## src/rtl/mstf_defs.vh

```
// Constants for the stripe track record formatter
`ifndef MSTF_DEFS_VH
`define MSTF_DEFS_VH

// ==========================================================
// Register offsets (byte addresses)
`define MSTF_CTRL_OFS       8'h00
`define MSTF_CONFIG_OFS     8'h04
`define MSTF_T1_SENT_OFS    8'h08
`define MSTF_T2_SENT_OFS    8'h0c
`define MSTF_STATUS_OFS     8'h10
`define MSTF_FAILCNT_OFS    8'h14
`define MSTF_IRQ_STATUS_OFS 8'h18
`define MSTF_IRQ_CLEAR_OFS  8'h1c
`define MSTF_IRQ_ENABLE_OFS 8'h20

// ==========================================================
// Control register fields
`define MSTF_CTRL_START_BIT  0
`define MSTF_CTRL_MASK_LSB   1
`define MSTF_CTRL_CANCEL_BIT 3

// ==========================================================
// Sentinel register defaults: {alt end, primary end, alt start, primary start}
`define MSTF_T1_SENT_RST 32'h1f1f0505
`define MSTF_T2_SENT_RST 32'h0c0f0d0b
`define MSTF_CONFIG_RST  32'h00000000

// ==========================================================
// Character shapes: bits per character, parity included
`define MSTF_T1_BPC 3'h7
`define MSTF_T2_BPC 3'h5

// ==========================================================
// Status byte fields
`define MSTF_ST_BLANK_BIT 7
`define MSTF_ST_BAD_BIT   6
`define MSTF_ST_TRK1_BIT  2
`define MSTF_ST_TRK2_BIT  1

// ==========================================================
// Interrupt event bits
`define MSTF_IRQ_DONE_BIT 0
`define MSTF_IRQ_FAIL_BIT 1

`endif

```

## src/rtl/mstf_formatter.v

```verilog
// Stripe track record formatter: decode, check, buffer and emit track records
// How it works
// - Per track: length, status, data; tracks consecutive
// - Valid length counts status plus data bytes
// - Invalid track: length one, status only
// - Status bit 7: no start sentinel, blank
// - Status bit 6: parity, LRC or end error
// - Status bits 5..3 and 0 driven zero
// - Bit 2 first track, bit 1 second
// - Data keeps sentinels, drops the LRC character
// - One byte per decoded character value
// - Either start sentinel, either end sentinel accepted
// - Single track: data only if valid, else retry
// - Stay armed after failure until success or cancel
// - Count failures, readable on request
// - Retry lit until success or cancel
// - All-tracks mode fails if any track fails
// - Any-one mode succeeds with one valid track
`include "mstf_defs.vh"
`default_nettype none
module mstf_formatter (
  input wire core_clk,
  input wire sys_rst,
  // Register port
  input wire [7:0] reg_addr,
  input wire [31:0] reg_wdata,
  input wire reg_wr,
  input wire reg_rd,
  output reg [31:0] reg_rdata,
  // Reader head, asynchronous to core_clk
  input wire [6:0] head_char,
  input wire head_trk,
  input wire head_char_tgl,
  input wire head_swipe_tgl,
  // Record byte stream towards the host
  output reg rec_valid,
  output reg [7:0] rec_data,
  input wire rec_ready,
  // Operator retry lamp and interrupt
  output reg retry_lamp,
  output wire irq
);
  // ==========================================================
  // States
  localparam ST_IDLE = 3'h0;
  localparam ST_ARMED = 3'h1;
  localparam ST_EVAL = 3'h2;
  localparam ST_LEN = 3'h3;
  localparam ST_STAT = 3'h4;
  localparam ST_DATA = 3'h5;
  reg [2:0] state;
  reg [1:0] track_read_request;
  reg [6:0] rd_idx;
  reg [15:0] fail_cnt;
  reg [31:0] config_reg, t1_sent, t2_sent;
  reg [1:0] irq_status, irq_enable;
  reg cur_trk, ev_done, ev_fail, dec_clear;
  reg [5:0] mem [0:255];
  wire [1:0] trk_found, trk_valid, trk_store;
  wire [13:0] trk_cnt, trk_char;
  wire multitrack_mode_select = config_reg[0];

  // ==========================================================
  // Head synchroniser: two flops, toggles edge-detected on the second
  reg [9:0] head_s1, head_s2;
  reg [1:0] tgl_s3;
  always @(posedge core_clk)
  begin
    if (sys_rst)
    begin
      head_s1 <= 10'h000;
      head_s2 <= 10'h000;
      tgl_s3 <= 2'h0;
    end
    else
    begin
      head_s1 <= {head_swipe_tgl, head_char_tgl, head_trk, head_char};
      head_s2 <= head_s1;
      tgl_s3 <= head_s2[9:8];
    end
  end
  // Head data must be stable before its toggle flips; both take the same path
  wire [6:0] h_char = head_s2[6:0];
  wire h_trk = head_s2[7];
  wire char_evt = (head_s2[8] ^ tgl_s3[0]) && (state == ST_ARMED);
  wire swipe_evt = (head_s2[9] ^ tgl_s3[1]) && (state == ST_ARMED);

  // ==========================================================
  // Per-track decoders
  genvar g;
  generate
    for (g = 0; g < 2; g = g + 1)
    begin : trk
      wire [2:0] bpc = (g == 0) ? `MSTF_T1_BPC : `MSTF_T2_BPC;
      wire [6:0] dmask = (7'h01 << (bpc - 3'h1)) - 7'h01;
      wire [6:0] pmask = {dmask[5:0], 1'b1};
      wire [31:0] sent = (g == 0) ? t1_sent : t2_sent;
      wire [6:0] data = h_char & dmask;
      wire par_ok = ^(h_char & pmask); // Odd character parity
      wire is_start = (data == ({1'b0, sent[5:0]} & dmask)) ||
                      (data == ({1'b0, sent[13:8]} & dmask));
      wire is_end = (data == ({1'b0, sent[21:16]} & dmask)) ||
                    (data == ({1'b0, sent[29:24]} & dmask));
      wire hit = char_evt && (h_trk == g);
      reg [1:0] phase;
      reg found, err;
      reg [6:0] lrc, cnt;
      // Hunt, collect, check the LRC, then ignore trailing bits
      always @(posedge core_clk)
      begin
        if (sys_rst || dec_clear)
        begin
          phase <= 2'h0;
          found <= 1'b0;
          err <= 1'b0;
          lrc <= 7'h00;
          cnt <= 7'h00;
        end
        else if (hit)
        begin
          case (phase)
            2'h0:
            begin
              // Leading clocking zeros are skipped until a start sentinel
              if (is_start && par_ok)
              begin
                found <= 1'b1;
                lrc <= data;
                cnt <= 7'h01;
                phase <= 2'h1;
              end
            end
            2'h1:
            begin
              lrc <= lrc ^ data;
              if (!par_ok || cnt == 7'h7f)
                err <= 1'b1;
              if (cnt != 7'h7f)
                cnt <= cnt + 7'h01;
              if (is_end)
                phase <= 2'h2;
            end
            2'h2:
            begin
              // Even LRC: its data bits equal the running XOR
              if (data != lrc || !par_ok)
                err <= 1'b1;
              phase <= 2'h3;
            end
            default:
              phase <= phase;
          endcase
        end
      end
      assign trk_found[g] = found;
      // A missing end sentinel or LRC is reported as a bad track
      assign trk_valid[g] = found && !err && (phase == 2'h3);
      assign trk_store[g] = hit && ((phase == 2'h0 && is_start && par_ok) ||
                                    (phase == 2'h1 && cnt != 7'h7f));
      assign trk_cnt[g * 7 +: 7] = cnt;
      assign trk_char[g * 7 +: 7] = data; // Parity bit dropped
    end
  endgenerate
  // ==========================================================
  // Character buffer: one entry per decoded character, LRC never stored
  wire [6:0] wr_idx = h_trk ? trk_cnt[13:7] : trk_cnt[6:0];
  // Masked value: neither track's parity bit reaches the stored bits
  wire [6:0] wr_char = h_trk ? trk_char[13:7] : trk_char[6:0];
  always @(posedge core_clk)
  begin
    if (trk_store[h_trk])
      mem[{h_trk, wr_idx}] <= wr_char[5:0];
  end
  // ==========================================================
  // Record sequencing
  wire [6:0] cur_cnt = cur_trk ? trk_cnt[13:7] : trk_cnt[6:0];
  wire cur_valid = trk_valid[cur_trk];
  wire [1:0] req_valid = trk_valid & track_read_request;
  wire req_ok = multitrack_mode_select ? (req_valid != 2'h0) :
                (req_valid == track_read_request);
  wire slot = !rec_valid || rec_ready;
  wire ctrl_wr = reg_wr && (reg_addr == `MSTF_CTRL_OFS);
  wire start_wr = ctrl_wr && reg_wdata[`MSTF_CTRL_START_BIT];
  wire cancel_read_request = ctrl_wr && reg_wdata[`MSTF_CTRL_CANCEL_BIT];
  wire [1:0] wr_mask = reg_wdata[`MSTF_CTRL_MASK_LSB +: 2];
  wire [7:0] status_byte = {!trk_found[cur_trk],
                            trk_found[cur_trk] && !cur_valid,
                            3'h0, !cur_trk, cur_trk, 1'b0};
  // Main sequencer; cancel only acts while waiting for a swipe
  always @(posedge core_clk)
  begin
    if (sys_rst)
    begin
      state <= ST_IDLE;
      track_read_request <= 2'h0;
      cur_trk <= 1'b0;
      rd_idx <= 7'h00;
      fail_cnt <= 16'h0000;
      retry_lamp <= 1'b0;
      rec_valid <= 1'b0;
      rec_data <= 8'h00;
      ev_done <= 1'b0;
      ev_fail <= 1'b0;
      dec_clear <= 1'b1;
    end
    else
    begin
      ev_done <= 1'b0;
      ev_fail <= 1'b0;
      dec_clear <= 1'b0;
      if (rec_ready)
        rec_valid <= 1'b0;
      case (state)
        ST_IDLE:
        begin
          if (start_wr && wr_mask != 2'h0)
          begin
            track_read_request <= wr_mask;
            dec_clear <= 1'b1;
            state <= ST_ARMED;
          end
        end
        ST_ARMED:
        begin
          if (cancel_read_request)
          begin
            retry_lamp <= 1'b0;
            dec_clear <= 1'b1;
            state <= ST_IDLE;
          end
          else if (swipe_evt)
            state <= ST_EVAL;
        end
        ST_EVAL:
        begin
          if (req_ok)
          begin
            retry_lamp <= 1'b0;
            cur_trk <= !track_read_request[0];
            state <= ST_LEN;
          end
          else
          begin
            // Stay armed for the next swipe, no data leaves
            retry_lamp <= 1'b1;
            fail_cnt <= fail_cnt + 16'h0001;
            ev_fail <= 1'b1;
            dec_clear <= 1'b1;
            state <= ST_ARMED;
          end
        end
        ST_LEN:
        begin
          if (slot)
          begin
            rec_valid <= 1'b1;
            rec_data <= cur_valid ? {1'b0, cur_cnt} + 8'h01 : 8'h01;
            state <= ST_STAT;
          end
        end
        ST_STAT:
        begin
          if (slot)
          begin
            rec_valid <= 1'b1;
            rec_data <= status_byte;
            rd_idx <= 7'h00;
            if (cur_valid)
              state <= ST_DATA;
            else if (!cur_trk && track_read_request[1])
            begin
              cur_trk <= 1'b1;
              state <= ST_LEN;
            end
            else
            begin
              ev_done <= 1'b1;
              dec_clear <= 1'b1;
              state <= ST_IDLE;
            end
          end
        end
        ST_DATA:
        begin
          if (slot)
          begin
            rec_valid <= 1'b1;
            rec_data <= {2'h0, mem[{cur_trk, rd_idx}]};
            rd_idx <= rd_idx + 7'h01;
            if (rd_idx == cur_cnt - 7'h01)
            begin
              if (!cur_trk && track_read_request[1])
              begin
                cur_trk <= 1'b1;
                state <= ST_LEN;
              end
              else
              begin
                ev_done <= 1'b1;
                dec_clear <= 1'b1;
                state <= ST_IDLE;
              end
            end
          end
        end
        default:
          state <= ST_IDLE;
      endcase
    end
  end

  // ==========================================================
  // Writable registers and sticky interrupt status
  wire clr_wr = reg_wr && (reg_addr == `MSTF_IRQ_CLEAR_OFS);
  always @(posedge core_clk)
  begin
    if (sys_rst)
    begin
      config_reg <= `MSTF_CONFIG_RST;
      t1_sent <= `MSTF_T1_SENT_RST;
      t2_sent <= `MSTF_T2_SENT_RST;
      irq_enable <= 2'h0;
      irq_status <= 2'h0;
    end
    else
    begin
      if (reg_wr && reg_addr == `MSTF_CONFIG_OFS)
        config_reg <= {31'h00000000, reg_wdata[0]};
      if (reg_wr && reg_addr == `MSTF_T1_SENT_OFS)
        t1_sent <= reg_wdata;
      if (reg_wr && reg_addr == `MSTF_T2_SENT_OFS)
        t2_sent <= reg_wdata;
      if (reg_wr && reg_addr == `MSTF_IRQ_ENABLE_OFS)
        irq_enable <= reg_wdata[1:0];
      // A new event wins over a clear in the same cycle
      irq_status <= (irq_status & ~(clr_wr ? reg_wdata[1:0] : 2'h0)) |
                    {ev_fail, ev_done};
    end
  end
  assign irq = |(irq_status & irq_enable);

  // ==========================================================
  // Read data, one cycle after the strobe and only then
  always @(posedge core_clk)
  begin
    if (sys_rst)
      reg_rdata <= 32'h00000000;
    else if (reg_rd)
    begin
      case (reg_addr)
        `MSTF_CONFIG_OFS: reg_rdata <= config_reg;
        `MSTF_T1_SENT_OFS: reg_rdata <= t1_sent;
        `MSTF_T2_SENT_OFS: reg_rdata <= t2_sent;
        `MSTF_STATUS_OFS: reg_rdata <= {23'h000000, trk_found, trk_valid,
                                         state, retry_lamp, state != ST_IDLE};
        `MSTF_FAILCNT_OFS: reg_rdata <= {16'h0000, fail_cnt};
        `MSTF_IRQ_STATUS_OFS: reg_rdata <= {30'h00000000, irq_status};
        `MSTF_IRQ_ENABLE_OFS: reg_rdata <= {30'h00000000, irq_enable};
        default: reg_rdata <= 32'h00000000;
      endcase
    end
    else
      reg_rdata <= 32'h00000000;
  end
endmodule // mstf_formatter

`default_nettype wire

```

## config.mk

```make
export PLATFORM = sky130hd
export DESIGN_NAME = mstf_formatter
export DESIGN_NICKNAME = d
export VERILOG_FILES = /design/src/rtl/mstf_formatter.v
export VERILOG_INCLUDE_DIRS = /design/src /design/src/rtl
export SDC_FILE = /design/constraint.sdc
export NUM_CORES = 2
export LEC_CHECK = 0
export ABC_AREA = 0
export BUFFER_PORTS_ARGS = -buffer_cell sky130_fd_sc_hd__buf_4
export CORE_ASPECT_RATIO = 1.2
export CORE_MARGIN = 2
export CORE_UTILIZATION = 45
export CTS_BUF_LIST = sky130_fd_sc_hd__clkbuf_2
export CTS_CLUSTER_DIAMETER = 40
export CTS_CLUSTER_SIZE = 16
export DETAILED_ROUTE_END_ITERATION = 6
export PLACE_DENSITY = 0.7
export REMOVE_ABC_BUFFERS = 1
export SLEW_MARGIN = 15
export SYNTH_ARGS = -nofsm -noshare
export SYNTH_HDL_FRONTEND = slang
export SYNTH_SLANG_ARGS = --single-unit
export TNS_END_PERCENT = 30
```

## constraint.sdc

```tcl
create_clock -name core_clk -period 9 [get_ports core_clk]
set_input_delay 1.8 -clock core_clk [delete_from_list [all_inputs] [get_ports core_clk]]
set_output_delay 1.8 -clock core_clk [all_outputs]
set_load 0.01 [all_outputs]
```

==> Word-level counts from Yosys, hierarchy flattened <==
Memory sizes are Yosys's and may differ from the RTL's.
Index checks and enable logic that the tools add are counted.
{ "op_classes": {"add_sub_neg": 6, "n_mul": 0, "n_div": 0, "magnitude_cmp": 2, "eq_ne": 54, "n_shift": 0, "mux": 77, "n_bitwise": 13, "reduce_logical": 90} }
{ "ops": {"columns": ["operator", "n"], "rows": [
  ["$pmux 32 s7", 1],
  ["$mux 7", 10],
  ["$pmux 7 s2", 5],
  ["$ne 2x2->1 const B", 18],
  ["$eq 8x5->1 const B", 4],
  ["$mux 8", 4],
  ["$mux 1", 31],
  ["$logic_and 1x1->1", 29],
  ["$reduce_and 4->1", 7],
  ["$eq 6x6->1", 4],
  ["$mux 3", 8],
  ["$pmux 8 s3", 1],
  ["$add 7x1->7 const B", 3],
  ["$pmux 3 s6", 1],
  ["$add 16x1->16 const B", 1],
  ["$eq 4x4->1", 4],
  ["$eq 8x4->1 const B", 2],
  ["$reduce_bool 2->1", 8],
  ["$reduce_and 3->1", 5],
  ["$reduce_bool 3->1", 5],
  ["$eq 7x7->1 const B", 2],
  ["$mux 2", 7],
  ["$ne 7x7->1 const B", 2],
  ["$reduce_xor 7->1", 2],
  ["other kinds (36)", 78]
]} }
{ "totals": {"reg_bits": 201, "latch_bits": 0, "ram_bits": 1536, "mem_bits_ro": 0, "out_inout_bits": 43, "elab_cells": 273, "n_memories": 1} }
{ "mem_list": {"columns": ["name", "words", "width", "rd", "rd_clocked_by_memory_dff", "wr", "line", "rtl"], "rows": [
  ["mem", 256, 6, 1, 0, 1, "mstf_formatter.v:58", "reg [5:0] mem [0:255];"]
]} }

==> Longest topological paths before layout <==
{ "logic_depth": {"depth_word": 10, "ltp_mapped": 12} }

==> Worst setup path after synthesis <==
No wires, ideal clock.
{ "synth_path": {"path_type": "flip-flop to flip-flop", "start": "register head_s2[7]", "end": "memory mem[0][4], data pin", "setup_ns": 1.459, "arrival_ns": 7.181, "t_required_ns": 7.541, "setup_slack_ns": 0.360, "stages_incl_launch_ff": 5, "n_path_buf": 3, "cell_sequence": "dfxtp_1 -> clkbuf_1 -> clkbuf_1 -> buf_4 -> nor2b_1"} }
{ "synth_via": {"elab_chain_len": 1} }
{ "synth_lines": {"columns": ["element", "line", "rtl"], "rows": [
  ["start: declaration", "mstf_formatter.v:65", "reg [9:0] head_s1, head_s2;"],
  ["start signal: assignment", "mstf_formatter.v:78", "head_s2 <= head_s1;"],
  ["$mux 6", "mstf_formatter.v:168", "wire [6:0] wr_char = h_trk ? trk_char[13:7] : trk_char[6:0];"],
  ["named net wr_char[4]", "mstf_formatter.v:168", null],
  ["end: declaration", "mstf_formatter.v:58", null]
]} }
The timed path passes the listed nets, and every way through them passes these cells.

==> Final worst setup path <==
{ "layout_path": {"start": "register head_s2[3]", "end": "memory mem[39][3], enable pin"} }
{ "layout_via": {"elab_chain_len": 10, "elab_cells_between_ends": 20, "classes_between": "eq/ne: 4; mux: 4; reduce/logical: 12"} }
{ "layout_lines": {"columns": ["element", "line", "rtl"], "rows": [
  ["$eq 6x6->1 (tied with other cells)", "mstf_formatter.v:100", "wire is_start = (data == ({1'b0, sent[5:0]} & dmask)) ||"],
  ["$logic_or 1x1->1", "mstf_formatter.v:100", null],
  ["$logic_and 1x1->1 (2 in series)", "mstf_formatter.v:158", "assign trk_store[g] = hit && ((phase == 2'h0 && is_start && par_ok) ||"],
  ["$logic_or 1x1->1", "mstf_formatter.v:158", null],
  ["$logic_and 1x1->1", "mstf_formatter.v:158", null],
  ["$mux 1 (not written as such) * (2 in series)", "mstf_formatter.v:171", "if (trk_store[h_trk])"],
  ["$mux 1 *", "mstf_formatter.v:171", null],
  ["$mux 1 (not written as such) *", "mstf_formatter.v:172", "mem[{h_trk, wr_idx}] <= wr_char[5:0];"]
]} }
Every way passes the cells marked *; elsewhere a longest branch is shown, timed or not. The select of a mux whose other input is x is not followed.

==> results.yml <==
outcome:
  status: "complete, no violations"
global_routing:
  grt_pass1_wl_mm: 263
  gr-total-overflow: 0
  antenna_found_initial: 8
  grt_max_degree: 204
  first_global_vias: 37730
  grt.total_usage: 0.230
sta:
  worstMarginPinSlew_ns: 1.24
  finalSetupViolCount: 0
  hold_ws_ns: 0.256
  maxSlewViolCount: 0
  fin_worst_skew_ns: 0.119
  final.min_clock_period_ns: 5.02
  finalSetupTns_ns: 0
  layout_worst_path_cycle_share: 0.558
  relSlewSlack: 0.171
  rsz0062_at_grt: "false"
  hold_viol_final: 0
  clock.fmax_ghz: 0.199
synthesis:
  syn_area_um2: 69300
  synthTopCellsByArea: "edfxtp_1, mux4_2, dfxtp_1"
  ys_seq_area_frac: 0.722
  synth_edf_count: 1536
  ys.flop_type: "edfxtp_1"
  syn-instance-count: 4005
  ys_types: 78
  ys_top_cells_by_count: "edfxtp_1, nor2_1, mux4_2, nand2_1, dfxtp_1"
  yosys_warnings: 0
  synth-seq-cells: 1733
  yosys.area.top_type: "edfxtp_1"
  avgSynthCellArea_um2: 17.3
  yosysTopAreaCellShare: 0.665
  async_reset_ff_frac: 0
  yosysMostFrequentCell: "edfxtp_1"
critical_path:
  end_kind: "register"
  critPathMaxStageDelay_ns: 0.90
  cp_data_arrival_time_ns: 6.36
  worstPathRequired_ns: 10.34
  crit_fanout: 203
  critPathLaunchType: "register"
  reg2reg_slack_ns: 3.98
  path_cells: "buf_12, xor2_1, nor4_1, a22oi_1, nor3_2, a211o_4, nand4bb_1, nor2_1"
  slowest_stage: "dfxtp_4"
  path_class: "reg2reg"
floorplanning:
  rows: 157
  dieWidth_um: 362
  core_um2: 153000
  die-height_um: 434
  ioPinCount: 98
  start_util: 0.454
  dieArea_um2: 157000
cts:
  cts_buffer_depth: 3
  cts_buffers: 175
  cts_setup_buffers: 0
  insertion_delay_ns: 1.77
  cts_tree: "built"
  cts-htree-levels: 4
  root_buffer: "clkbuf_2"
  cts_resized: 0
  clkTransAtPathRegs_ns: 0.27
  cts-hold-fix-buffers: 0
  cts_sinks: 1733
finish:
  finalNetCount: 4172
  drive_above_1_share: 0.209
  regMostFlops: "mem"
  nFillCells: 12533
  finalInstanceArea_um2: 74600
  largest_reg_flops: 1536
  area_growth_syn_to_layout_pct: 7.54
  finalNonFillerCells: 6225
place:
  dpl.cell_count: 5909
  port_buffers: 97
  hpwl_mm: 109
  placed_cell_area_um2: 72100
  routabilityCongestion: 0.874
drt:
  finalWirelength_mm: 182
  dr.pass1.iters: 6
  drc_errors: 0
  drtIter0Drc: 5038
  vias: 38427
  wl_per_cell_um: 29.2
  via_per_inst: 6.17
  drtAntennaViolNets: 0
power_and_ir_drop:
  power_density_nw_per_um2: 178
  p_total_mw: 13.2
  irDropWorstVdd_v: 0.000121
  cellLeakagePower_nw: 25.7
job:
  drv_cap: 0
min_path:
  holdCritPathClass: "in2reg"
## cell type report
type	instances	area [um2]	share of cell area
Antenna cell	2	5.00	0.0000671
Clock inverter	127	1550	0.0208
Clock buffer	187	936	0.0126
Sequential cell	1733	50100	0.672
Inverter	20	75.1	0.00101
Tap cell	1987	2490	0.0333
Multi-Input combinational cell	1995	18000	0.241
Timing Repair Buffer	174	1410	0.0189
## metal layers
layer  part of all wire  wire (um)  GRT usage  vias to the layer above
met5            0.00019         34          0                        -
met4              0.052       9540      0.111                        4
met3              0.093      16900     0.0469                      451
met2               0.48      86900      0.370                     2171
met1               0.38      68300      0.300                    19708
li1                   -          -          -                    16093
## metrics by stage
stage,util,setup slack (ns)
finish,0.488,3.98
global route,0.488,3.57
CTS,0.488,3.82
detailed placement,0.472,3.81
global placement,0.472,3.84
floorplan,-,-8.57
## worst max-delay path: cells and delay by family (launching register included)
kind | cells | cell delay, ns
compound gates | 2 | 0.71
buf+inv | 1 | 0.59
xor+xnor | 1 | 0.14
flops | 1 | 0.90
simple gates | 4 | 2.26
## worst paths after layout
check,endpoint,cells past startpoint,start
worst max-delay path,mem[39][3],8,head_s2[3]
worst min-delay path,t2_sent[10],3,reg_wdata[10]
worst max register to register,mem[39][3],8,head_s2[3]
worst min register to register,head_s2[4],1,head_s1[4]
## power by group
part	total, mW	switching, mW	internal [mW]
Clock	4.30	2.91	1.39
Combinational	0.211	0.160	0.0507
Sequential	8.73	0.0168	8.72
## cells by family after synthesis
group	count (synthesis)	synth area share
flip-flops	1733	0.722
AND/OR/NAND/NOR	948	0.0651
multiplexers	477	0.132
AO/OA/AOI/OAI	448	0.0444
buffers and inverters	277	0.0195
XOR/XNOR	104	0.0137
adder cells (fa/ha/maj)	18	0.00325
## placed cells by master, fill, tap and decap left out, types with 34 or more instances in the layout
master    netlist  routed
dfxtp_1       197     187
mux2i_1       120     120
edfxtp_1     1536    1536
o21ai_0        50      50
a22oi_1       103     103
nor2b_1        42      38
clkbuf_2        0     187
mux4_2        349     349
buf_4          34     166
inv_6           0      34
nor2_1        399     394
xor2_1         60      60
xnor2_1        40      40
a21oi_1       107     107
nand3b_1       38      38
nand3_1        44      43
nand2_1       250     246
Note: power is estimated with default switching activity, not from simulation.
